File: config.mk
export PLATFORM = sky130hd
export DESIGN_NAME = sww_sleep_wdt
export DESIGN_NICKNAME = d
export VERILOG_FILES = /design/src/core/sww_pkg.sv /design/src/core/sww_sleep_wdt.sv /design/src/core/sww_wdt_core.sv
export SDC_FILE = /design/constraint.sdc
export NUM_CORES = 1
export LEC_CHECK = 0
export BUFFER_PORTS_ARGS = -buffer_cell sky130_fd_sc_hd__buf_2
export CORE_AREA = 2 2 96 98
export CTS_BUF_LIST = sky130_fd_sc_hd__clkbuf_8
export CTS_CLUSTER_SIZE = 25
export DETAILED_ROUTE_END_ITERATION = 8
export DIE_AREA = 0 0 98 100
export GPL_ROUTABILITY_DRIVEN = 0
export HOLD_SLACK_MARGIN = 0.12
export PLACE_DENSITY = 0.77
export SLEW_MARGIN = 40
export SYNTH_ARGS = -nofsm -noshare
export SYNTH_HDL_FRONTEND = slang
export SYNTH_SLANG_ARGS = --single-unit
File: constraint.sdc
create_clock -name CLK -period 2.3 [get_ports CLK]
set_clock_uncertainty 0.15 [all_clocks]
set_input_delay 0.115 -clock CLK [delete_from_list [all_inputs] [get_ports CLK]]
set_output_delay 0.115 -clock CLK [all_outputs]
set_load 0.02 [all_outputs]
File: src/core/sww_pkg.sv
// constants and types shared by the sleep/wake and watchdog block
// assumes a single 20 MHz system clock that also paces the core
package sww_pkg;
   // register addresses on the plain register port
   localparam logic [2:0] ADR_TSEL = 3'h0;
   localparam logic [2:0] ADR_CTRL = 3'h1;
   localparam logic [2:0] ADR_STAT = 3'h2;
   localparam logic [2:0] ADR_WAKE = 3'h3;
   // reset values
   localparam logic [2:0] TSEL_RST = 3'h7;
   localparam logic [7:0] CTRL_RST = 8'h00;
   localparam logic [3:0] WAKE_RST = 4'h0;
   // field positions
   localparam int STAT_TO_BIT = 5;
   localparam int STAT_PDN_BIT = 4;
   localparam int CLS_HI = 7;
   localparam int CLS_LO = 6;
   localparam int KEY_HI = 5;
   // key field codes
   localparam logic [5:0] KEY_ON = 6'h00;
   localparam logic [5:0] KEY_OFF = 6'h2d;
   // watchdog clock select codes
   localparam logic [1:0] CLS_SLOW = 2'h0;
   localparam logic [1:0] CLS_DIV4 = 2'h1;
   localparam logic [1:0] DIV4_LAST = 2'h3;
   // watchdog counter
   localparam int WD_W = 15;
   localparam logic [14:0] WD_FULL = 15'h7fff;
   // low-speed clock periods before a bad key resets the part
   localparam logic [1:0] KEY_RST_TICKS = 2'h3;
   // timing
   localparam int CLK_HZ = 20_000_000;
   localparam int RSTD_MS = 50;
   localparam int RSTD_CYC = RSTD_MS * (CLK_HZ / 1000);
   localparam int SST_TSYS = 16;
   localparam int SST_CYC = SST_TSYS;
   localparam int DLY_W = 21;
   // synchroniser lanes: 0..3 port pins, 4 reset pin, 5 low-speed clock
   localparam int SYNC_W = 6;
   localparam int LANE_RES = 4;
   localparam int LANE_SLOW = 5;
   localparam logic [5:0] SYNC_RST = 6'h1f;

   typedef enum logic [1:0] {
      ST_RUN = 2'h0,
      ST_SLEEP = 2'h1,
      ST_WAKE = 2'h3,
      ST_RESET = 2'h2
   } sww_state_e;

   typedef enum logic [1:0] {
      SRC_PORT = 2'h0,
      SRC_IRQ = 2'h1,
      SRC_WDT = 2'h2,
      SRC_RES = 2'h3
   } sww_src_e;
endpackage : sww_pkg

File: src/core/sww_sleep_wdt.sv
// sleep entry, wake-up sequencing and keyed watchdog control
// assumes CLK is the system clock; pins and the low-speed clock are async
//
// Contract
// - only the sleep instruction enters sleep, stopping oscillator
// - in sleep all registers and pin states are kept
// - sleep instruction clears the watchdog counter; a low-speed-clocked counter keeps counting
// - sleep instruction sets power-down flag, clears timeout flag
// - wake on external reset, enabled port falling edge, interrupt, overflow
// - reset wake is full reset; overflow wake sets timeout, clears pc/sp
// - power-down flag cleared by power-up or clear-watchdog, set by sleep
// - enabled port pin falling edge wakes; resume after sleep instruction
// - disabled interrupt or full stack: resume, request stays pending
// - enabled interrupt with stack room: normal interrupt response
// - interrupt already requested before sleep does not wake
// - wake delay is 16 clocks, plus reset delay for external reset
// - timeout is 2^(8+code) source cycles, reset code 111
// - clock select 00 low-speed, 01 system/4, 10 and 11 system
// - key 000000 enables, 101101 disables, others reset the part
// - a bad key resets after two to three low-speed clock periods
// - system-clocked watchdog stops during sleep
// - overflow in normal operation resets and sets timeout flag
// - counter cleared by bad key, reset pin, clear-watchdog, sleep
// - with watchdog disabled clear-watchdog is a no-operation
`timescale 1ns/1ps
module sww_sleep_wdt #(
   parameter int IRQ_W = 4,
   parameter int RESET_DELAY_CYC = sww_pkg::RSTD_CYC
) (
   // clock and reset
   input wire logic CLK,
   input wire logic SRST,
   // register port
   input wire logic [2:0] ADDR,
   input wire logic [7:0] WDATA,
   input wire logic WR_STB,
   input wire logic RD_STB,
   output logic [7:0] RDATA,
   // instruction events from the core
   input wire logic HALT_EXEC,
   input wire logic CLRWDT_EXEC,
   // pins
   input wire logic RES_N,
   input wire logic [3:0] PA_PIN,
   input wire logic SLOW_CLK,
   // interrupt controller
   input wire logic [IRQ_W-1:0] IRQ_REQ,
   input wire logic [IRQ_W-1:0] IRQ_EN,
   input wire logic STACK_FULL,
   // system control
   output logic OSC_RUN,
   output logic CPU_HOLD,
   output logic SYS_RST,
   output logic PCSP_CLR,
   output logic INT_SERVICE,
   output logic TIMEOUT_FLAG,
   output logic POWER_DOWN_FLAG,
   output logic WDT_ON
);
   if (IRQ_W < 1 || IRQ_W > 8) begin : g_bad_irq
      $error("IRQ_W must lie in 1..8");
   end
   if (RESET_DELAY_CYC < 1 || RESET_DELAY_CYC >= (1 << sww_pkg::DLY_W))
   begin : g_bad_dly
      $error("RESET_DELAY_CYC does not fit the delay counter");
   end

   typedef struct packed {
      sww_pkg::sww_state_e st;
      sww_pkg::sww_src_e src;
      logic [5:0] s1;
      logic [5:0] s2;
      logic [5:0] s3;
      logic [5:0] filt;
      logic [2:0] tsel;
      logic [7:0] ctrl;
      logic [3:0] wake_en;
      logic to;
      logic pdn;
      logic [IRQ_W-1:0] irq_pre;
      logic [IRQ_W-1:0] woke;
      logic [sww_pkg::DLY_W-1:0] cnt;
      logic [1:0] kb;
      logic [7:0] rdata;
      logic osc;
      logic hold;
      logic rst;
      logic pcsp;
      logic isvc;
      logic won;
   } sww_core_s;

   localparam logic [sww_pkg::DLY_W-1:0] RSTD_LAST =
      sww_pkg::DLY_W'(RESET_DELAY_CYC - 1);
   localparam logic [sww_pkg::DLY_W-1:0] SST_LAST =
      sww_pkg::DLY_W'(sww_pkg::SST_CYC - 1);

   sww_core_s r_reg;
   sww_core_s r_next;
   logic [5:0] filt_d;
   logic slow_tick;
   logic [3:0] pa_fall;
   logic res_low;
   logic [5:0] key;
   logic key_on;
   logic key_bad;
   logic kb_fire;
   logic halt_go;
   logic clr_ok;
   logic wd_clear;
   logic wd_ovf;
   logic pa_wake;
   logic [IRQ_W-1:0] irq_new;

   // a lane changes only once the second and third stages agree
   for (genvar g = 0; g < sww_pkg::SYNC_W; g++) begin : g_flt
      assign filt_d[g] = (r_reg.s2[g] == r_reg.s3[g]) ?
         r_reg.s2[g] : r_reg.filt[g];
   end

   assign slow_tick = filt_d[sww_pkg::LANE_SLOW] &
      ~r_reg.filt[sww_pkg::LANE_SLOW];
   assign pa_fall = r_reg.filt[3:0] & ~filt_d[3:0];
   assign res_low = ~r_reg.filt[sww_pkg::LANE_RES];
   assign key = r_reg.ctrl[sww_pkg::KEY_HI:0];
   assign key_on = key == sww_pkg::KEY_ON;
   assign key_bad = !key_on && key != sww_pkg::KEY_OFF;
   assign kb_fire = key_bad && r_reg.kb == sww_pkg::KEY_RST_TICKS;
   assign halt_go = HALT_EXEC && r_reg.st == sww_pkg::ST_RUN;
   // clear-watchdog does nothing while the watchdog is off
   assign clr_ok = CLRWDT_EXEC && key_on &&
      r_reg.st == sww_pkg::ST_RUN;
   assign wd_clear = halt_go || clr_ok ||
      r_reg.st == sww_pkg::ST_RESET;
   assign pa_wake = |(pa_fall & r_reg.wake_en);
   // requests already raised at sleep entry are not wake sources
   assign irq_new = IRQ_REQ & ~r_reg.irq_pre;

   sww_wdt_core u_wdt (
      .clk(CLK),
      .srst(SRST),
      .clear(wd_clear),
      .enable(key_on),
      .sys_run(r_reg.osc),
      .slow_tick(slow_tick),
      .clk_sel(r_reg.ctrl[sww_pkg::CLS_HI:sww_pkg::CLS_LO]),
      .tsel(r_reg.tsel),
      .overflow(wd_ovf)
   );

   always_comb begin
      r_next = r_reg;
      r_next.s1 = {SLOW_CLK, RES_N, PA_PIN};
      r_next.s2 = r_reg.s1;
      r_next.s3 = r_reg.s2;
      r_next.filt = filt_d;
      r_next.rdata = 8'h00;
      r_next.pcsp = 1'b0;
      r_next.isvc = 1'b0;

      // read data stand only in the cycle after the strobe
      if (RD_STB) begin
         case (ADDR)
            sww_pkg::ADR_TSEL: r_next.rdata = {5'h00, r_reg.tsel};
            sww_pkg::ADR_CTRL: r_next.rdata = r_reg.ctrl;
            sww_pkg::ADR_STAT: r_next.rdata = {2'h0, r_reg.to, r_reg.pdn,
               4'h0};
            sww_pkg::ADR_WAKE: r_next.rdata = {4'h0, r_reg.wake_en};
            default: r_next.rdata = 8'h00;
         endcase
      end

      // count low-speed periods while the key holds a bad value
      if (!key_bad) begin
         r_next.kb = 2'h0;
      end else if (slow_tick && r_reg.kb != sww_pkg::KEY_RST_TICKS) begin
         r_next.kb = r_reg.kb + 2'h1;
      end

      case (r_reg.st)
         sww_pkg::ST_RUN: begin
            if (WR_STB) begin
               case (ADDR)
                  sww_pkg::ADR_TSEL: r_next.tsel = WDATA[2:0];
                  sww_pkg::ADR_CTRL: r_next.ctrl = WDATA;
                  sww_pkg::ADR_STAT: begin
                     r_next.to = WDATA[sww_pkg::STAT_TO_BIT];
                     r_next.pdn = WDATA[sww_pkg::STAT_PDN_BIT];
                  end
                  sww_pkg::ADR_WAKE: r_next.wake_en = WDATA[3:0];
                  default: r_next.wake_en = r_reg.wake_en;
               endcase
            end
            // hardware updates follow the write so that they win
            if (clr_ok) begin
               r_next.pdn = 1'b0;
               r_next.to = 1'b0;
            end
            if (halt_go) begin
               r_next.pdn = 1'b1;
               r_next.to = 1'b0;
               r_next.irq_pre = IRQ_REQ;
               r_next.st = sww_pkg::ST_SLEEP;
            end
         end
         sww_pkg::ST_SLEEP: begin
            // register writes are ignored; all state is held
            if (wd_ovf) begin
               r_next.to = 1'b1;
               r_next.src = sww_pkg::SRC_WDT;
               r_next.st = sww_pkg::ST_WAKE;
               r_next.cnt = '0;
            end else if (pa_wake) begin
               r_next.src = sww_pkg::SRC_PORT;
               r_next.st = sww_pkg::ST_WAKE;
               r_next.cnt = '0;
            end else if (|irq_new) begin
               r_next.src = sww_pkg::SRC_IRQ;
               r_next.woke = irq_new;
               r_next.st = sww_pkg::ST_WAKE;
               r_next.cnt = '0;
            end
         end
         sww_pkg::ST_WAKE: begin
            // start-up delay before execution resumes
            if (r_reg.cnt == SST_LAST) begin
               r_next.st = sww_pkg::ST_RUN;
               r_next.cnt = '0;
               r_next.pcsp = r_reg.src == sww_pkg::SRC_WDT;
               // a held-off request stays pending in the controller
               r_next.isvc = r_reg.src == sww_pkg::SRC_IRQ &&
                  |(r_reg.woke & IRQ_EN) && !STACK_FULL;
            end else begin
               r_next.cnt = r_reg.cnt + 21'h1;
            end
         end
         sww_pkg::ST_RESET: begin
            // full reset returns control registers to their reset values
            r_next.tsel = sww_pkg::TSEL_RST;
            r_next.ctrl = sww_pkg::CTRL_RST;
            r_next.wake_en = sww_pkg::WAKE_RST;
            r_next.irq_pre = '0;
            if (res_low) begin
               r_next.cnt = '0;
            end else if (r_reg.cnt == RSTD_LAST) begin
               r_next.st = sww_pkg::ST_WAKE;
               r_next.src = sww_pkg::SRC_RES;
               r_next.cnt = '0;
            end else begin
               r_next.cnt = r_reg.cnt + 21'h1;
            end
         end
         default: begin
            r_next.st = sww_pkg::ST_RUN;
         end
      endcase

      // reset pin and bad key override every state; watchdog overflow resets only from run or wake
      if (res_low || kb_fire) begin
         r_next.st = sww_pkg::ST_RESET;
         r_next.cnt = '0;
      end else if (wd_ovf && r_reg.st != sww_pkg::ST_SLEEP &&
         r_reg.st != sww_pkg::ST_RESET) begin
         r_next.to = 1'b1;
         r_next.st = sww_pkg::ST_RESET;
         r_next.cnt = '0;
      end

      r_next.osc = r_next.st != sww_pkg::ST_SLEEP;
      r_next.hold = r_next.st != sww_pkg::ST_RUN;
      r_next.rst = r_next.st == sww_pkg::ST_RESET;
      r_next.won = r_next.ctrl[sww_pkg::KEY_HI:0] == sww_pkg::KEY_ON;
   end

   always_ff @(posedge CLK) begin
      if (SRST) begin
         r_reg <= '0;
         r_reg.st <= sww_pkg::ST_RUN;
         r_reg.src <= sww_pkg::SRC_PORT;
         r_reg.s1 <= sww_pkg::SYNC_RST;
         r_reg.s2 <= sww_pkg::SYNC_RST;
         r_reg.s3 <= sww_pkg::SYNC_RST;
         r_reg.filt <= sww_pkg::SYNC_RST;
         r_reg.tsel <= sww_pkg::TSEL_RST;
         r_reg.ctrl <= sww_pkg::CTRL_RST;
         r_reg.wake_en <= sww_pkg::WAKE_RST;
         r_reg.osc <= 1'b1;
         r_reg.won <= 1'b1;
      end else begin
         r_reg <= r_next;
      end
   end

   assign RDATA = r_reg.rdata;
   assign OSC_RUN = r_reg.osc;
   assign CPU_HOLD = r_reg.hold;
   assign SYS_RST = r_reg.rst;
   assign PCSP_CLR = r_reg.pcsp;
   assign INT_SERVICE = r_reg.isvc;
   assign TIMEOUT_FLAG = r_reg.to;
   assign POWER_DOWN_FLAG = r_reg.pdn;
   assign WDT_ON = r_reg.won;
endmodule : sww_sleep_wdt

File: src/core/sww_wdt_core.sv
// watchdog counter with clock source selection and timeout tap
// assumes slow_tick is a one-cycle pulse already synchronised to clk
`timescale 1ns/1ps
module sww_wdt_core (
   // clock and reset
   input wire logic clk,
   input wire logic srst,
   // control
   input wire logic clear,
   input wire logic enable,
   input wire logic sys_run,
   input wire logic slow_tick,
   input wire logic [1:0] clk_sel,
   input wire logic [2:0] tsel,
   // event
   output logic overflow
);
   typedef struct packed {
      logic [1:0] div;
      logic [14:0] cnt;
      logic ovf;
   } sww_wd_s;

   sww_wd_s st_reg;
   sww_wd_s st_next;
   logic tick;
   logic [14:0] lim;

   always_comb begin
      st_next = st_reg;
      st_next.ovf = 1'b0;
      // system-derived sources freeze while the oscillator is stopped
      case (clk_sel)
         sww_pkg::CLS_SLOW: tick = slow_tick;
         sww_pkg::CLS_DIV4: tick = sys_run && st_reg.div == sww_pkg::DIV4_LAST;
         default: tick = sys_run;
      endcase
      if (sys_run) begin
         st_next.div = st_reg.div + 2'h1;
      end
      // timeout of 2^(8+tsel) source cycles
      lim = sww_pkg::WD_FULL >> (3'h7 - tsel);
      if (clear) begin
         st_next.cnt = '0;
      end else if (enable && tick) begin
         if ((st_reg.cnt & lim) == lim) begin
            st_next.cnt = '0;
            st_next.ovf = 1'b1;
         end else begin
            st_next.cnt = st_reg.cnt + 15'h1;
         end
      end
   end

   always_ff @(posedge clk) begin
      if (srst) begin
         st_reg <= '0;
      end else begin
         st_reg <= st_next;
      end
   end

   assign overflow = st_reg.ovf;
endmodule : sww_wdt_core

# Word level (Yosys, flattened, before mapping)
# Index checks and enable logic that the tools add are counted.
# classes
n_addsub,5
eq_ne,34
n_shift,1
muxes,40
n_bitwise,17
reduce_logical,45
# ops
cell,n
2-to-1 mux 21 bit,6
one-hot mux 21 bit (3 select lines),1
one-hot mux 8 bit (4 select lines),1
one-hot mux 15 bit (2 select lines),1
2-to-1 mux 4 bit,6
adder 21 x 1 -> 21 bit (second input constant),1
equality test 21 x 20 -> 1 bit (second input constant),1
equality test 21 x 4 -> 1 bit (second input constant),1
2-to-1 mux 17 bit,1
AND 4 bit,4
adder 15 x 1 -> 15 bit (second input constant),1
AND 15 bit,1
equality test 15 bit,1
2-to-1 mux 15 bit,1
right shift 15 x 3 -> 15 bit (first input constant),1
equality test 2 bit (second input constant),6
logical AND 1 bit,12
zero test 6 bit,2
2-to-1 mux 2 bit,6
!= test 2 x 1 -> 1 bit (second input constant),6
AND reduction 3 bit,4
OR reduction 4 bit,3
!= test 2 bit (second input constant),5
2-to-1 mux 1 bit,9
other kinds (28),61
# word_totals
register_bits,108
in_bits,32
out_inout_bits,16
elab_cells,169

# Logic depth before layout (Yosys ltp)
# Gate-level depths: netlist (run 1).
# logic_depth
word_depth,12
depth_mapped,8
ltp_nobuf,7

# Cells and area by module
# A second synthesis (run 1) with hierarchy kept.
# unflattened
cells_unflattened,565
area_unflattened_um2,5009.8
# by_module_without_submodules
mod,instances,cells_each,area_per_inst_um2,seq_area_each_um2
sww_sleep_wdt,1,454,4091.4,1801.7
sww_wdt_core,1,111,918.4,360.3

# Worst setup path after synthesis (run 1)
# No wires, ideal clock.
# synth_timing
kind,register to register
start,"register r_reg, in the netlist key[3]"
end,register r_reg[27] (netlist name)
setup_ns,0.069
t_arrival_ns,1.953
t_required_ns,2.081
slack_ns,0.129
stages_incl_launch_ff,7
synth_period_minus_slack_ns,2.171
path_cell_list,dfxtp_1 -> nor4_4 -> o21ai_2 -> a2111o_1 -> o21bai_4 -> or4_1 -> o21ai_1
# synth_via
elab_chain_len,6
word_cells_on_any_way,7
cone_classes,1 x eq/ne; 6 x reduce/logical
# synth_lines
element,line,rtl
from (decl),sww_sleep_wdt.sv:98,sww_core_s r_reg;
from (signal assigned),sww_sleep_wdt.sv:290,r_reg <= r_next;
zero test 6 bit,sww_sleep_wdt.sv:126,assign key_on = key == sww_pkg::KEY_ON;
zero test 1 bit,sww_sleep_wdt.sv:127,assign key_bad = !key_on && key != sww_pkg::KEY_OFF;
logical AND 1 bit (*),sww_sleep_wdt.sv:127,
logical AND 1 bit (*),sww_sleep_wdt.sv:128,assign kb_fire = key_bad && r_reg.kb == sww_pkg::KEY_RST_TICKS;
logical OR 1 bit (*),sww_sleep_wdt.sv:259,if (res_low || kb_fire) begin
OR reduction 3 bit (no source line) (*),n/a,
# Every way passes the cells marked *; elsewhere a longest branch is shown, timed or not.
# A chain may end at the register's enable or synchronous reset.

# Final worst setup path (run 1)
# Ends and elaborated chain as after synthesis.

==> metrics, run 1 <==
CORE AREA 8890 sq um; largest net degree at the start of global routing 50; multi-input logic area 2360 sq um; Worst Hold Class input pin to flop; Die Y 100 um; VDD IR max 0.462 mV; initial antenna violation count 1; Hold Path End INT_SERVICE; Root Buffer clkbuf_8; area grow syn2layout 19.3%; total gr overflow 0; fin crit share between 90% and 100%; CP Max Fanout 10; Port Buf Inserts 47; Slew headroom 53.4%; FP Rows 35; global routing usage on met1 approximately 28%; Max-Cap Viols 0; Final WS setup between 0.1 and 0.15 ns; status finished clean; GRT Overall Usage between 20% and 30%; ys flop type dfxtp_1; global-route wire length before repair 18000 um; fin util 62.6%; number of synthesized flops with an enable pin 0; CTS tree built; busiest grt layer met2; DP Worst Slack approximately 0.14 ns; Die X 98 um; ANT cells 0; Yosys cell types between 50 and 60; RR Endpoint r_reg[27]; Syn Area/Cell 8.84 sq um; # Post-CTS Setup Buffers 0; drt pass-1 iters 5; Yosys Warn Count 0; max reg flops 56; Req. time, crit path between 2 and 2.5 ns; Mapped Cells 528; vias approximately 4100; r2r startpoint key[3]; Initial Utilization between 50% and 60%; die area roughly 9800 sq um; met2 GRT Util 37.8%; top-area cell type share of the netlist area 46.3%; cells taking the most area after synthesis dfxtp_1 (46%), nor2_1 (7.0%), xor2_1 (4.3%); FF+latch area 2160 sq um; startpoint types flop; Final Instance Area between 5000 and 6000 sq um; Worst-Skew Late Latency about 0.36 ns; P per Cell Area roughly 630 nW/um^2; Post-synth ARST share 0%; Yosys reg bits 108; worst path arrival time around 2.3 ns; Slew @ Worst Pin 0.700 ns; DRC 0; setup TNS 0 ns; Worst Hold Path Cells 4; cells on worst reg2reg path 6; Fmax achieved 457 MHz; overall power 3.51 mW; synthesized cell area 4670 sq um; Synth area leader dfxtp_1; syn_nets 564; fin crit period 2.19 ns; Lkg Pwr 2.24 nW; R2R Setup Slk 0.11 ns; Detail Route Antenna Nets 0; cell area after placement 5040 sq um; Slew Viols, Final 0; crit path kind flop to flop; final hold violation count 0; layout net count 644; RSZ-0062 raised after global routing no; Fill cells 747; met3 GRT Util under 10%; non-filler cells in the finished layout between 700 and 800; CP endpoint kind flop; hold path start IRQ_EN[1]; CTS H-Tree Depth 3; clock sink count 108; hpwl dp 7380 um; layout cells sized above 1 about 18%; endpoints failing setup 0; sequential fraction of the synthesis area 46.3%; DP Cell Count 676; DRT iter0 DRCs roughly 210; Clock transition at path regs 0.10 ns; CTS Buf Count 9; routed wire length 10800 um; Ports 48; CTS Buffer Depth 2; worst hold margin 0.156 ns; via density per instance 5.65; wire per inst around 15 um; vias in the first global route 3941
worst max path at each step:
stage	start	end	slack (ns)	cells past startpoint
after floorplan	key[3]	r_reg[27]	0.13	6
final	key[3]	r_reg[27]	0.11	6
after global routing	r_reg[26]	r_reg[27]	0.02	6
after detailed placement	r_reg[17]	r_reg[27]	0.14	8
after CTS	key[3]	r_reg[27]	0.09	6
after global placement	key[3]	r_reg[27]	0.18	6
per-layer routing:
layer,routed length [um],vias to the layer above
li1,-,2010
met4,290,0
met1,4740,1905
met2,5150,141
met5,0,-
met3,618,33
critical path, cell delays in order (launching register included):
cell	delay (ns)
dfxtp_1	0.37
nor4_4	0.32
o21ai_2	0.12
a2111o_1	0.46
o21bai_4	0.23
or4_1	0.41
o21ai_1	0.08
cell usage after synthesis (all sizes together) (4+ instances only):
master / number
xnor2: 6
nor2: 87
a31oi: 7
buf: 12
nand2b: 5
or2: 15
nand2: 34
nor3b: 4
nor2b: 15
nor4: 6
nand3: 17
and4: 4
clkbuf: 17
inv: 7
nor3: 9
mux2i: 14
and2: 5
a32oi: 5
dfxtp: 108
and3: 12
ha: 4
o22ai: 4
o21bai: 9
a22oi: 9
a21oi: 22
xor2: 23
o21ai: 17
nand4: 16
nor4bb: 4
placed cells by master (no fill, tap or decap), drive strengths merged, types with 12 or more instances in the layout:
cell type,Yosys,layout
mux2i,14,14
buf,12,66
nor2b,15,15
nand4,16,16
nand3,17,17
dlygate4sd3,0,32
dfxtp,108,108
a21oi,22,22
xor2,23,23
o21ai,17,17
and3,12,12
or2,15,15
nand2,34,34
nor2,87,87
power breakdown:
part	switching, mW	internal, mW	total, mW
sequential	0.0444	1.93	1.97
clock	0.660	0.409	1.07
combinational	0.259	0.212	0.470
total	0.963	2.55	3.51
timing repair:
action	CTS	global route
endpoints found under the setup margin	0	25
gates resized for setup	0	5
hold buffers	32	0
hold endpoints to repair	44	0
area by class of cell:
class	count	area share, %
Clock inverter	7	1.06
Sequential cell	108	38.8
Timing Repair Buffer	98	12.5
Tap cell	111	2.49
Multi-Input combinational cell	384	42.4
Inverter	7	0.472
Clock buffer	9	2.22
cells by family after synthesis:
family                     Yosys count  share of synthesized area, %
and+or+nand+nor                    247                          27.5
DFF                                108                          46.3
muxes                               14                          3.00
xor gates and xnor gates            29                          5.44
AOI/OAI and AO/OA                   90                          13.0
adders and majority gates            4                          1.07
buffers and inverters               36                          3.65
(Power assumes the default switching activity.)
==> run 2: changes to the inputs <==
--- a/config.mk
+++ b/config.mk
@@ -5,15 +5,16 @@
 export SDC_FILE = /design/constraint.sdc
 export NUM_CORES = 1
 export LEC_CHECK = 0
+export ABC_AREA = 1
 export BUFFER_PORTS_ARGS = -buffer_cell sky130_fd_sc_hd__buf_2
-export CORE_AREA = 2 2 96 98
+export CORE_AREA = 2 2 120 122
 export CTS_BUF_LIST = sky130_fd_sc_hd__clkbuf_8
 export CTS_CLUSTER_SIZE = 25
 export DETAILED_ROUTE_END_ITERATION = 8
-export DIE_AREA = 0 0 98 100
+export DIE_AREA = 0 0 122 124
 export GPL_ROUTABILITY_DRIVEN = 0
 export HOLD_SLACK_MARGIN = 0.12
-export PLACE_DENSITY = 0.77
+export PLACE_DENSITY = 0.59
 export SLEW_MARGIN = 40
 export SYNTH_ARGS = -nofsm -noshare
 export SYNTH_HDL_FRONTEND = slang
==> run 2 against run 1 <==
- via count increased by 21%
- combinational power increased by 9.8%
- clock power increased by 7%
- largest power group unchanged
- highest routed layer unchanged
==> metrics, run 2 <==
Lkg Pwr roughly 2.6 nW; count leader, synth nand2_1; die area approximately 15000 sq um; final hold violation count 0; Yosys reg bits around 110; routed wire length ~13000 um; fin crit period 2.11 ns; Final Instance Area 6400 sq um; Yosys Warn Count 0; endpoints failing setup 0; vias in the first global route 4632; Worst Hold Class input pin to flop; most frequent cells in the layout nand2_1 (168), dfxtp_1 (107), inv_1 (102); Slew headroom between 50% and 60%; Slew Viols, Final 0; Yosys cell types 42; cells taking the most area after synthesis dfxtp_1 (40%), nand2_1 (12%), inv_1 (7.1%); top post-synthesis cells by count nand2_1 (169), dfxtp_1 (108), inv_1 (102), nor2_1 (78), nand3_1 (48); area grow syn2layout 18.7%; layout cells sized above 1 17.4%; CTS Buf Count 9; global-route wire length before repair about 22000 um; fin util 46.7%; startpoint types flop; clock sink count 108; RSZ-0062 raised after global routing no; GRT Overall Usage a little under a fifth; # Post-CTS Setup Buffers 0; top-area cell type share of the netlist area between 40% and 50%; max incr delay on CP 0.55 ns; vias 4955; Slew @ Worst Pin 0.614 ns; Clock transition at path regs 0.11 ns; CTS tree built; CP most frequent cell nand2_1; Max-Cap Viols 0; slowest library cell on the worst path dlygate4sd3_1; Syn Area/Cell 7.08 sq um; Synth area leader dfxtp_1; r2r startpoint r_reg[88]; R2R Setup Slk about 0.19 ns; FP Rows 43; drt pass-1 iters 4; commonest non-fill, non-tap cell in the layout nand2_1; DRT iter0 DRCs roughly 270; setup TNS 0 ns; Initial Utilization between 30% and 40%; non-filler cells in the finished layout slightly above 1000; via density per instance ~4.8; DP Cell Count 976; P per Cell Area 569 nW/um^2; sequential fraction of the synthesis area 40.1%; hpwl dp slightly below 10000 um; CORE AREA approximately 14000 sq um; Detail Route Antenna Nets 0; syn_nets 798; worst path bufs/invs 2; cells on worst reg2reg path 9; CP endpoint kind flop; Crit path max-delay family buffers and inverters; fin crit share ~90%; max reg flops 56; initial antenna violation count 0; Fmax achieved 474 MHz; Req. time, crit path around 2.5 ns; Die X 122 um; wire per inst 12.7 um; CTS H-Tree Depth 3; largest net degree at the start of global routing 23; RR Endpoint POWER_DOWN_FLAG; Post-synth ARST share 0%; worst path arrival time 2.29 ns; Port Buf Inserts 47; CP Depth 9; hold path start WR_STB; crit path kind flop to flop; DRC 0; status finished clean; Mapped Cells around 760; VDD IR max 0.371 mV; CP Max Fanout 11; ys flop type dfxtp_1; layout net count 887; Worst Hold Path Cells 5; number of synthesized flops with an enable pin 0; total gr overflow 0; CP cell instances inv_2 > nand2_4 > nor2_2 > nor2_1 > nand2_1 > nand2_1 > o21bai_1 > dlygate4sd3_1 > a21oi_1; Die Y 124 um; ANT cells 0; synthesized cell area 5390 sq um; Worst-Skew Late Latency 0.39 ns; CTS Buffer Depth 2; Root Buffer clkbuf_8; Ports between 40 and 50; cell area after placement 5770 sq um; Hold Path End r_reg[48]
==> run 2: cell types whose count changed in the layout (fill, tap and decap cells not counted), moves of 12 or more <==
cell	delta
nor3_1	+18
xor2_1	-14
a21oi_1	+12
nand2_1	+134
dlygate4sd3_1	+12
nor2b_1	-15
o21ai_0	+21
mux2i_1	-14
inv_1	+95
and3_1	-12
nand3_1	+31
==> run 2: cell families (layout without fill, tap and decap cells) <==
| group | after synthesis | after routing | share of synthesized area (%) |
|---|---|---|---|
| xor+xnor | 12 | 12 | 1.95 |
| fa+ha+maj | 4 | 4 | 0.928 |
| flops | 108 | 108 | 40.1 |
| compound gates | 107 | 107 | 11.7 |
| simple gates | 399 | 399 | 34.6 |
| buf+inv | 132 | 226 | 10.8 |
==> run 2: final cells by class <==
class	count	area (sq um)
Fill cell	1450	7320
Tap cell	180	225
Timing Repair Buffer	102	758
Clock buffer	9	124
Inverter	108	410
Multi-Input combinational cell	522	2660
Clock inverter	7	63.8
Sequential cell	108	2160
==> run 2: worst max-delay path by stage <==
stage | from | to | slack [ns]
after floorplan | r_reg[16] | r_reg[19] | 0.58
after global placement | r_reg[88] | r_reg[30] | 0.37
after detailed placement | r_reg[88] | u_wdt.st_reg[3] | 0.27
after CTS | r_reg[88] | POWER_DOWN_FLAG | 0.07
after global routing | key[4] | POWER_DOWN_FLAG | 0.002
final | r_reg[88] | POWER_DOWN_FLAG | 0.19
==> run 2: tightest hold or removal path, cell delays in order <==
cell and delay, ns:
buf_2 0.12, inv_1 0.14, nor2_2 0.10, nand2_1 0.10, a21oi_1 0.07
==> run 2: where the power goes <==
group | internal [mW] | switching [mW] | total, mW
sequential | 1.94 | 0.0495 | 1.99
combinational | 0.196 | 0.320 | 0.516
clock | 0.419 | 0.724 | 1.14
total | 2.55 | 1.09 | 3.65
==> run 2: repair_timing <==
action | in CTS | in global routing
setup endpoints to repair | 0 | 3
gates resized for setup | 0 | 3
hold buffers | 44 | 0
endpoints found under the hold margin | 69 | 0
==> run 2: metal layers <==
metal	wire, um	part of all wire, %	GRT usage (%)
met5	0	0	0
met4	184	1.4	5.89
met3	413	3.1	3.75
met2	6050	46	30.6
met1	6540	50	23.9
==> run 2: per-stage QoR <==
step                worst slack [ns]  hold slack (ns)  power (mW)
floorplan                      0.585           0.0431        2.35
global placement               0.368            0.147        2.49
detailed placement             0.269            0.149        2.49
CTS                           0.0685            0.122        3.69
global route                 0.00190            0.183        3.83
finish                         0.191            0.149        3.65
